$ cat config.mk
export PLATFORM = sky130hd
export DESIGN_NAME = slpc_top
export DESIGN_NICKNAME = d
export VERILOG_FILES = /design/src/design/slpc_pkg.sv /design/src/design/slpc_top.sv
export VERILOG_INCLUDE_DIRS = /design/src /design/src/design
export SDC_FILE = /design/constraint.sdc
export NUM_CORES = 1
export LEC_CHECK = 0
export BUFFER_PORTS_ARGS = -buffer_cell sky130_fd_sc_hd__buf_2
export CORE_MARGIN = 2
export CORE_UTILIZATION = 40
export DETAILED_ROUTE_END_ITERATION = 8
export GPL_ROUTABILITY_DRIVEN = 0
export PLACE_DENSITY = 0.58
export SLEW_MARGIN = 5
export SYNTH_ARGS = -nofsm -noshare
export SYNTH_HDL_FRONTEND = slang
export SYNTH_SLANG_ARGS = --single-unit
$ cat constraint.sdc
create_clock -name sys_clk -period 3.5 [get_ports sys_clk]
set_clock_uncertainty 0.05 [all_clocks]
set_input_delay 0.7 -clock sys_clk [delete_from_list [all_inputs] [get_ports sys_clk]]
set_output_delay 0.7 -clock sys_clk [all_outputs]
set_load 0.005 [all_outputs]
$ cat src/design/slpc_defs.svh
// Timing constants of the sleep control and ring indicator block.
// Assumes the system clock rate given by SLPC_CLK_HZ.
`ifndef SLPC_DEFS_SVH
`define SLPC_DEFS_SVH
`define SLPC_CLK_HZ           64'd50000000
`define SLPC_RI_CALL_LOW_MS   64'd30
`define SLPC_RI_CALL_PER_MS   64'd5000
`define SLPC_RI_SMS_LOW_MS    64'd35
`define SLPC_SLEEP_RETURN_S   64'd120
`define SLPC_BLINK_TICK_MS    64'd100
`define SLPC_MAX_BAUD         64'd4000000
`define SLPC_RI_CALL_LOW_CYC  (`SLPC_CLK_HZ / 64'd1000 * `SLPC_RI_CALL_LOW_MS)
`define SLPC_RI_CALL_PER_CYC  (`SLPC_CLK_HZ / 64'd1000 * `SLPC_RI_CALL_PER_MS)
`define SLPC_RI_SMS_LOW_CYC   (`SLPC_CLK_HZ / 64'd1000 * `SLPC_RI_SMS_LOW_MS)
`define SLPC_SLEEP_RETURN_CYC (`SLPC_CLK_HZ * `SLPC_SLEEP_RETURN_S)
`define SLPC_BLINK_TICK_CYC   (`SLPC_CLK_HZ / 64'd1000 * `SLPC_BLINK_TICK_MS)
`define SLPC_BLINK_PHASES     4'd10
`endif

$ cat src/design/slpc_pkg.sv
// Types shared by the sleep control and ring indicator block.
// Assumes nothing of its surroundings.
package slpc_pkg;
  typedef enum logic [4:0] {
    SLPC_AWAKE   = 5'b00001,
    SLPC_DRAIN   = 5'b00010,
    SLPC_ASLEEP  = 5'b00100,
    SLPC_SERVICE = 5'b01000,
    SLPC_HOLDOFF = 5'b10000
  } slpc_sleep_type;
  typedef enum logic [3:0] {
    SLPC_RI_IDLE      = 4'b0001,
    SLPC_RI_CALL_LOW  = 4'b0010,
    SLPC_RI_CALL_HIGH = 4'b0100,
    SLPC_RI_SMS_LOW   = 4'b1000
  } slpc_ring_type;
  typedef enum logic [1:0] {
    SLPC_NET_SEARCH = 2'h0,
    SLPC_NET_IDLE   = 2'h1,
    SLPC_NET_DATA   = 2'h2,
    SLPC_NET_OFF    = 2'h3
  } slpc_net_type;
endpackage

$ cat src/design/slpc_top.sv
// Sleep control, ring indicator, network status blink, boot strap and serial flow control.
// Assumes all inputs except rst_n are synchronous to sys_clk and rst_n is the power-on reset.
`timescale 1ns/10ps
`include "slpc_defs.svh"
// Overview of operation
// Power save enable gates terminal-ready sleep control.
// Host keeps terminal-ready high when working.
// Terminal-ready low while enabled and idle sleeps.
// Sleep waits for processing and transfers finishing.
// Terminal-ready high wakes the module fully.
// Call, data or message wakes; notification sent.
// Host raises terminal-ready, then lowers after handling.
// Terminal-ready low: resleep two minutes after service.
// Incoming call: 30 ms low every 5 s.
// Answered call: ring indicator returns high.
// Short message: one 35 ms low pulse.
// Network status blinks per state, selectable style.
// Strap high at startup selects download boot.
// Serial port has request and clear flow control.
// Ring indicator idles high, also after reset.
module slpc_top #(
  parameter logic [32:0] SLEEP_RETURN_CYC = 33'(`SLPC_SLEEP_RETURN_CYC),
  parameter logic [27:0] RI_CALL_LOW_CYC  = 28'(`SLPC_RI_CALL_LOW_CYC),
  parameter logic [27:0] RI_CALL_PER_CYC  = 28'(`SLPC_RI_CALL_PER_CYC),
  parameter logic [27:0] RI_SMS_LOW_CYC   = 28'(`SLPC_RI_SMS_LOW_CYC),
  parameter logic [27:0] BLINK_TICK_CYC   = 28'(`SLPC_BLINK_TICK_CYC)
) (
  input  wire logic                 sys_clk,                    // System clock, 50 MHz.
  input  wire logic                 rst_n,                      // Asynchronous reset.
  input  wire logic                 power_save_enable_command,  // Sleep enabled setting.
  input  wire logic                 terminal_ready,             // Host sleep control line.
  input  wire logic                 work_busy,                  // Processing or data pending.
  input  wire logic                 wake_call,                  // Incoming call event pulse.
  input  wire logic                 wake_data,                  // Received data event pulse.
  input  wire logic                 wake_sms,                   // Received message pulse.
  input  wire logic                 call_ringing,               // Call incoming, unanswered.
  input  wire slpc_pkg::slpc_net_type net_state,                // Module network state.
  input  wire logic [1:0]           blink_style,                // Configured blink style.
  input  wire logic                 force_boot_strap,           // Download boot strap level.
  input  wire logic                 serial_clear_to_send_in_n,  // Far end ready, low.
  input  wire logic                 rx_room,                    // Receive path has space.
  output logic                      sleep_active,               // Module is asleep.
  output logic                      wake_notify,                // Unsolicited message pulse.
  output logic                      ring_text,                  // Ring text request pulse.
  output logic                      ring_indicator,             // Ring pin, idles high.
  output logic                      network_status_indicator,   // Blink output.
  output logic                      download_boot,              // Download boot selected.
  output logic                      serial_request_to_send_out_n, // Ready to receive, low.
  output logic                      tx_permit                   // Transmitter may send.
);
  import slpc_pkg::*;

  // ----------------------------------------------------------------
  // Reset release
  // ----------------------------------------------------------------
  logic [1:0] rst_sync_q;
  logic       rst_sys_n;
  always_ff @(posedge sys_clk or negedge rst_n) begin
    if (!rst_n) begin
      rst_sync_q <= 2'h0;
    end else begin
      rst_sync_q <= {rst_sync_q[0], 1'b1};
    end
  end
  assign rst_sys_n = rst_sync_q[1];

  // ----------------------------------------------------------------
  // Sleep control
  // ----------------------------------------------------------------
  slpc_sleep_type slp_q, slp_d;
  logic [32:0]    ret_q, ret_d;
  logic           notify_d;
  logic           wake_ev;
  assign wake_ev = wake_call | wake_data | wake_sms;

  always_comb begin
    slp_d    = slp_q;
    ret_d    = ret_q;
    notify_d = 1'b0;
    case (slp_q)
      SLPC_AWAKE: begin
        // enabled low entry
        if (power_save_enable_command && !terminal_ready) begin
          slp_d = SLPC_DRAIN;
        end
      end
      SLPC_DRAIN: begin
        // wait for idle
        if (!power_save_enable_command || terminal_ready) begin
          slp_d = SLPC_AWAKE;
        end else if (!work_busy) begin
          slp_d = SLPC_ASLEEP;
        end
      end
      SLPC_ASLEEP: begin
        // wake sources
        if (!power_save_enable_command || terminal_ready) begin
          slp_d = SLPC_AWAKE;
        end else if (wake_ev) begin
          slp_d    = SLPC_SERVICE;
          notify_d = 1'b1;
        end
      end
      SLPC_SERVICE: begin
        if (!power_save_enable_command || terminal_ready) begin
          slp_d = SLPC_AWAKE;
        end else if (!work_busy) begin
          slp_d = SLPC_HOLDOFF;
          ret_d = 33'h0;
        end
      end
      SLPC_HOLDOFF: begin
        // timed return to sleep
        if (!power_save_enable_command || terminal_ready) begin
          slp_d = SLPC_AWAKE;
        end else if (wake_ev || work_busy) begin
          slp_d = SLPC_SERVICE;
        end else if (ret_q == SLEEP_RETURN_CYC - 33'h1) begin
          slp_d = SLPC_ASLEEP;
        end else begin
          ret_d = ret_q + 33'h1;
        end
      end
      default: slp_d = SLPC_AWAKE;
    endcase
  end

  always_ff @(posedge sys_clk or negedge rst_sys_n) begin
    if (!rst_sys_n) begin
      slp_q        <= SLPC_AWAKE;
      ret_q        <= 33'h0;
      wake_notify  <= 1'b0;
      sleep_active <= 1'b0;
    end else begin
      slp_q        <= slp_d;
      ret_q        <= ret_d;
      wake_notify  <= notify_d;
      sleep_active <= (slp_d == SLPC_ASLEEP);
    end
  end

  // ----------------------------------------------------------------
  // Ring indicator
  // ----------------------------------------------------------------
  // A message arriving during a ringing call is not signalled; the call pattern wins.
  slpc_ring_type ri_q, ri_d;
  logic [27:0]   ri_cnt_q, ri_cnt_d;
  logic          ring_text_d;

  always_comb begin
    ri_d        = ri_q;
    ri_cnt_d    = ri_cnt_q + 28'h1;
    ring_text_d = 1'b0;
    case (ri_q)
      SLPC_RI_IDLE: begin
        ri_cnt_d = 28'h0;
        if (call_ringing) begin
          ri_d        = SLPC_RI_CALL_LOW;
          ring_text_d = 1'b1;
        end else if (wake_sms) begin
          ri_d = SLPC_RI_SMS_LOW;
        end
      end
      SLPC_RI_CALL_LOW: begin
        // call pulse train
        if (!call_ringing) begin
          ri_d = SLPC_RI_IDLE;
        end else if (ri_cnt_q == RI_CALL_LOW_CYC - 28'h1) begin
          ri_d = SLPC_RI_CALL_HIGH;
        end
      end
      SLPC_RI_CALL_HIGH: begin
        if (!call_ringing) begin
          ri_d = SLPC_RI_IDLE;
        end else if (ri_cnt_q == RI_CALL_PER_CYC - 28'h1) begin
          ri_d        = SLPC_RI_CALL_LOW;
          ri_cnt_d    = 28'h0;
          ring_text_d = 1'b1;
        end
      end
      SLPC_RI_SMS_LOW: begin
        // single message pulse
        if (ri_cnt_q == RI_SMS_LOW_CYC - 28'h1) begin
          ri_d = SLPC_RI_IDLE;
        end
      end
      default: ri_d = SLPC_RI_IDLE;
    endcase
  end

  always_ff @(posedge sys_clk or negedge rst_sys_n) begin
    if (!rst_sys_n) begin
      ri_q           <= SLPC_RI_IDLE;
      ri_cnt_q       <= 28'h0;
      ring_text      <= 1'b0;
      // idle high
      ring_indicator <= 1'b1;
    end else begin
      ri_q           <= ri_d;
      ri_cnt_q       <= ri_cnt_d;
      ring_text      <= ring_text_d;
      ring_indicator <= !(ri_d == SLPC_RI_CALL_LOW || ri_d == SLPC_RI_SMS_LOW);
    end
  end

  // ----------------------------------------------------------------
  // Network status blink, strap and flow control
  // ----------------------------------------------------------------
  logic [27:0] tick_q, tick_d;
  logic [3:0]  phase_q, phase_d;
  logic        led_d;
  logic        strap_done_q;

  always_comb begin
    tick_d  = tick_q + 28'h1;
    phase_d = phase_q;
    if (tick_q == BLINK_TICK_CYC - 28'h1) begin
      tick_d  = 28'h0;
      phase_d = (phase_q == `SLPC_BLINK_PHASES - 4'd1) ? 4'd0 : phase_q + 4'd1;
    end
    // pattern per state
    case (net_state)
      SLPC_NET_SEARCH: led_d = blink_style[0] ? phase_q[0] : (phase_q < 4'd5);
      SLPC_NET_IDLE:   led_d = (phase_q == 4'd0) || (blink_style[1] && phase_q == 4'd2);
      SLPC_NET_DATA:   led_d = blink_style[0] ? (phase_q < 4'd8) : phase_q[0];
      default:         led_d = 1'b0;
    endcase
  end

  always_ff @(posedge sys_clk or negedge rst_sys_n) begin
    if (!rst_sys_n) begin
      tick_q                       <= 28'h0;
      phase_q                      <= 4'd0;
      network_status_indicator     <= 1'b0;
      strap_done_q                 <= 1'b0;
      download_boot                <= 1'b0;
      serial_request_to_send_out_n <= 1'b1;
      tx_permit                    <= 1'b0;
    end else begin
      tick_q                       <= tick_d;
      phase_q                      <= phase_d;
      network_status_indicator     <= led_d;
      strap_done_q                 <= 1'b1;
      // strap caught once
      if (!strap_done_q) begin
        download_boot <= force_boot_strap;
      end
      // hardware flow control
      serial_request_to_send_out_n <= !rx_room;
      tx_permit                    <= !serial_clear_to_send_in_n;
    end
  end

  // ----------------------------------------------------------------
  // Checks
  // ----------------------------------------------------------------
  chk_gate_by_enable: assert property (@(posedge sys_clk) disable iff (!rst_sys_n)
    !power_save_enable_command |=> !sleep_active) else $error("asleep while disabled");
  chk_busy_defers: assert property (@(posedge sys_clk) disable iff (!rst_sys_n)
    (slp_q == SLPC_DRAIN && work_busy) |=> !sleep_active) else $error("slept while busy");
  chk_enter_sleep: assert property (@(posedge sys_clk) disable iff (!rst_sys_n)
    (slp_q == SLPC_DRAIN && !work_busy && !terminal_ready && power_save_enable_command)
    |=> sleep_active) else $error("idle low did not sleep");
  chk_ready_wakes: assert property (@(posedge sys_clk) disable iff (!rst_sys_n)
    (sleep_active && terminal_ready) |=> (slp_q == SLPC_AWAKE && !sleep_active))
    else $error("terminal ready did not wake");
  chk_event_notify: assert property (@(posedge sys_clk) disable iff (!rst_sys_n)
    (slp_q == SLPC_ASLEEP && wake_ev && !terminal_ready && power_save_enable_command)
    |=> (wake_notify && slp_q == SLPC_SERVICE) ##1 !wake_notify) else $error("no notify");
  chk_resleep_time: assert property (@(posedge sys_clk) disable iff (!rst_sys_n)
    (slp_q == SLPC_HOLDOFF && $past(slp_q) == SLPC_SERVICE) |-> ret_q == 33'h0)
    else $error("holdoff count not restarted");
  chk_holdoff_early: assert property (@(posedge sys_clk) disable iff (!rst_sys_n)
    (slp_q == SLPC_HOLDOFF && ret_q != SLEEP_RETURN_CYC - 33'h1) |=> !sleep_active)
    else $error("returned to sleep early");
  chk_call_low: assert property (@(posedge sys_clk) disable iff (!rst_sys_n)
    (ri_q == SLPC_RI_CALL_LOW && call_ringing && ri_cnt_q < RI_CALL_LOW_CYC - 28'h1)
    |=> !ring_indicator) else $error("call pulse too short");
  chk_answer_high: assert property (@(posedge sys_clk) disable iff (!rst_sys_n)
    ((ri_q == SLPC_RI_CALL_LOW || ri_q == SLPC_RI_CALL_HIGH) && !call_ringing)
    |=> (ring_indicator && ri_q == SLPC_RI_IDLE)) else $error("ring low after answer");
  chk_sms_pulse: assert property (@(posedge sys_clk) disable iff (!rst_sys_n)
    (ri_q == SLPC_RI_SMS_LOW && ri_cnt_q == RI_SMS_LOW_CYC - 28'h1) |=> ring_indicator)
    else $error("message pulse length wrong");
  chk_idle_high: assert property (@(posedge sys_clk) disable iff (!rst_sys_n)
    (ri_q == SLPC_RI_IDLE) |-> ring_indicator) else $error("ring low while idle");
endmodule

==> impl_metrics.ini <==
[synthesis]
ys.flop_type = dfrtp_1
yosysWarnings = 0
synth_compound_area_frac = 0.0725
synth-simple-area-share = 0.300
synth.distinct_cells = 52
synthMuxAreaShare = 0.00877
syn_avg_cell_area_um2 = 9.26
netlist_area_um2 = 5850
yosys.area_share.xor_xnor = 0.106
synth_edf_count = 0
ys_seq_elements = 113
seq_area_frac_synth = 0.484
yosysTopAreaCellShare = 0.466
ys_async_sr_fraction = 1.00
synth-adder-area-share = 0.00641
synth_top_family_by_area = simple AND/OR/NAND/NOR gates
postSynthCellCount = 632
yosys.area.top_type = dfrtp_1
synth_area_leaders = dfrtp_1, nor2_1, xnor2_1, xor2_1, nand2_1

[floorplan]
start_util = 0.406
die_w_um = 125
die_y_um = 125
io_pins = 24
fp-row-count = 44
core_um2 = 14400
die_area_um2 = 15600

[clock_tree]
cts_buffers = 17
clkTransAtPathRegs_ns = 0.05
cts-root-buf = clkbuf_16
clock-sinks = 113
cts_tree = yes
clockBufferDepth = 2
ctsHoldBuffers = 1
htreeDepth = 4
insertion_delay_ns = 0.42
cts_resized = 0
post_cts_buffers = 0

[route]
vias = 4685
avgRoutedWirePerCell_um = 14.6
drt_first_pass_iters = 5
drt_iter0_drc = 321
routed_wl_um = 12600
drc = 0
vias_per_cell = 5.42
ant_nets = 0

[finish]
fillers = 1368
post-route-util = 0.477
mostFrequentLayoutCells = dfrtp_1, nor2_1, nand2_1, xnor2_1, xor2_1
fin_cells = 864
drive_above_1_share = 0.121
diodes = 0
fin_nets = 686
syn2layout_area_growth_pct = 17.6
final_common_cell = dfrtp_1

[timing]
slew_violations = 0
fin_crit_sh = 0.818
layout_setup_ws_ns = 0.638
grt_setup_unrepaired = no
fin_crit_ns = 2.86
worstMarginPinSlew_ns = 1.07
report.final.setup_viol = 0
max_freq_ghz = 0.349
setup_tns_ns = 0
hold_viol = 0
slew-limit-headroom = 0.287

[setup_path]
start_kind = register
critPathMaxFanout = 4
crit_path_end_kind = register
worstPathArrival_ns = 3.13
cp.required_ns = 3.77
ff2ff_setup_slack_ns = 0.64
reg2reg_from = ri_cnt_q[10]$_DFF_PN0_
critPathKind = register to register
r2r_end = ring_indicator$_DFF_PN1_
reg2reg_depth = 6

[power_and_ir_drop]
ir_worst_vdd_mv = 0.339
p_leak_nw = 2.86
finalPower_mw = 3.61
p_int_mw = 2.74
power_density_nw_per_um2 = 525
p_sw_uw = 868
comb_power_share = 0.083
swShare = 0.240
power_frac_seq = 0.403
p_clk_frac = 0.514

[min_path]
hold_start = rst_sync_q[0]$_DFF_PN0_
hold_depth = 0
hp-class = register to register
hold_end = rst_sync_q[1]$_DFF_PN0_

[grt]
grt_pass1_wl_um = 21900
gr-total-overflow = 0
grt_pass1_vias = 4557
grt_usage = 0.172
grt_max_degree = 64
antenna_found_initial = 0

[place]
place_hpwl_um = 8460
pre_cts_ws_ns = 0.557
dpl.cell_count = 831
place.port_buffers = 23

[outcome]
status = finished, final reports clean

[run]
cap_viol_max_count = 0
[critical path, cell delays in order, from the launching register on]
cell,delay [ns]
dfrtp_1,0.41
nor4b_1,0.59
nand2_1,0.12
nor4_1,0.59
a21boi_0,0.23
a2111oi_0,0.68
nor2_1,0.10
[power groups by stage]
stage,registers (mW),clock network (mW),logic (mW)
floorplan,1.45,0,0.221
global placement,1.47,0,0.297
detailed placement,1.48,0,0.305
CTS,1.46,1.90,0.308
global route,1.47,1.96,0.352
finish,1.46,1.86,0.300
[area by class of cell]
cell class | count | area, µm² | area share
Timing Repair Buffer | 32 | 198 | 0.0287
Inverter | 16 | 60.1 | 0.00873
Tap cell | 184 | 230 | 0.0335
Sequential cell | 113 | 2840 | 0.412
Multi-Input combinational cell | 487 | 2920 | 0.424
Clock buffer | 22 | 484 | 0.0704
Clock inverter | 10 | 155 | 0.0226
[registers in the layout, indices dropped and copies added, names as in the netlist, 2 cells and up]
register,cells
phase_q,4
ret_q,33
ri_cnt_q,28
ri_q,4
rst_sync_q,2
slp_q,5
tick_q,28
[how the worst max path moves through the flow]
stage | startpoint | endpoint | slack (ns) | depth (start not counted)
after detailed placement | wake_sms | ret_q[31]$_DFFE_PN0P_ | 0.56 | 8
after global placement | wake_sms | ret_q[31]$_DFFE_PN0P_ | 0.63 | 8
after global routing | ri_cnt_q[10]$_DFF_PN0_ | ring_indicator$_DFF_PN1_ | 0.41 | 6
after CTS | ri_cnt_q[10]$_DFF_PN0_ | ring_indicator$_DFF_PN1_ | 0.66 | 6
after floorplan | rst_sync_q[1]$_DFF_PN0_ | download_boot$_DFFE_PN0N_ | 0.08 | 0
final | ri_cnt_q[10]$_DFF_PN0_ | ring_indicator$_DFF_PN1_ | 0.64 | 6
[Yosys cell counts (2+ instances only)]
| cell | number |
|---|---|
| ha_1 | 3 |
| inv_1 | 16 |
| nor2b_1 | 4 |
| nand3_1 | 31 |
| mux2i_1 | 4 |
| nand4b_1 | 2 |
| a2bb2oi_1 | 2 |
| nand4_1 | 31 |
| nand2b_1 | 11 |
| dfstp_2 | 4 |
| or4_1 | 5 |
| nor3_1 | 25 |
| a211oi_1 | 2 |
| o31ai_1 | 5 |
| o21ai_0 | 27 |
| nor4_1 | 9 |
| xnor2_1 | 37 |
| a31oi_1 | 6 |
| buf_2 | 3 |
| dfrtp_1 | 109 |
| or2_2 | 5 |
| and3_1 | 13 |
| and2_1 | 4 |
| nor4b_1 | 7 |
| and4_1 | 6 |
| or3_1 | 14 |
| a21oi_1 | 23 |
| a21o_1 | 2 |
| nor4bb_1 | 6 |
| xor2_1 | 34 |
| clkbuf_1 | 13 |
| nor2_1 | 90 |
| nand2_1 | 60 |
[routing by layer]
metal  vias up  GRT usage  wire [µm]
met5         -          0          0
met4         0     0.0641        201
li1       2299          -          -
met1      2306      0.228       6180
met2        63      0.271       5860
met3        17     0.0492        391
[metrics by stage]
| stage | hold slack [ns] | cell area (µm²) |
|---|---|---|
| final | 0.303 | 6880 |
| after global routing | 0.316 | 6880 |
| after CTS | 0.306 | 6880 |
| after detailed placement | 0.293 | 6230 |
| after global placement | 0.290 | 6230 |
| after floorplan | 0.281 | 5860 |
[cells by family after synthesis]
logic type | Yosys count
multiplexers | 5
flip-flops | 113
adder cells (fa/ha/maj) | 3
AO/OA/AOI/OAI | 73
buffers and inverters | 33
other | 1
XOR/XNOR | 71
AND/OR/NAND/NOR | 333
(Power assumes the default switching activity.)
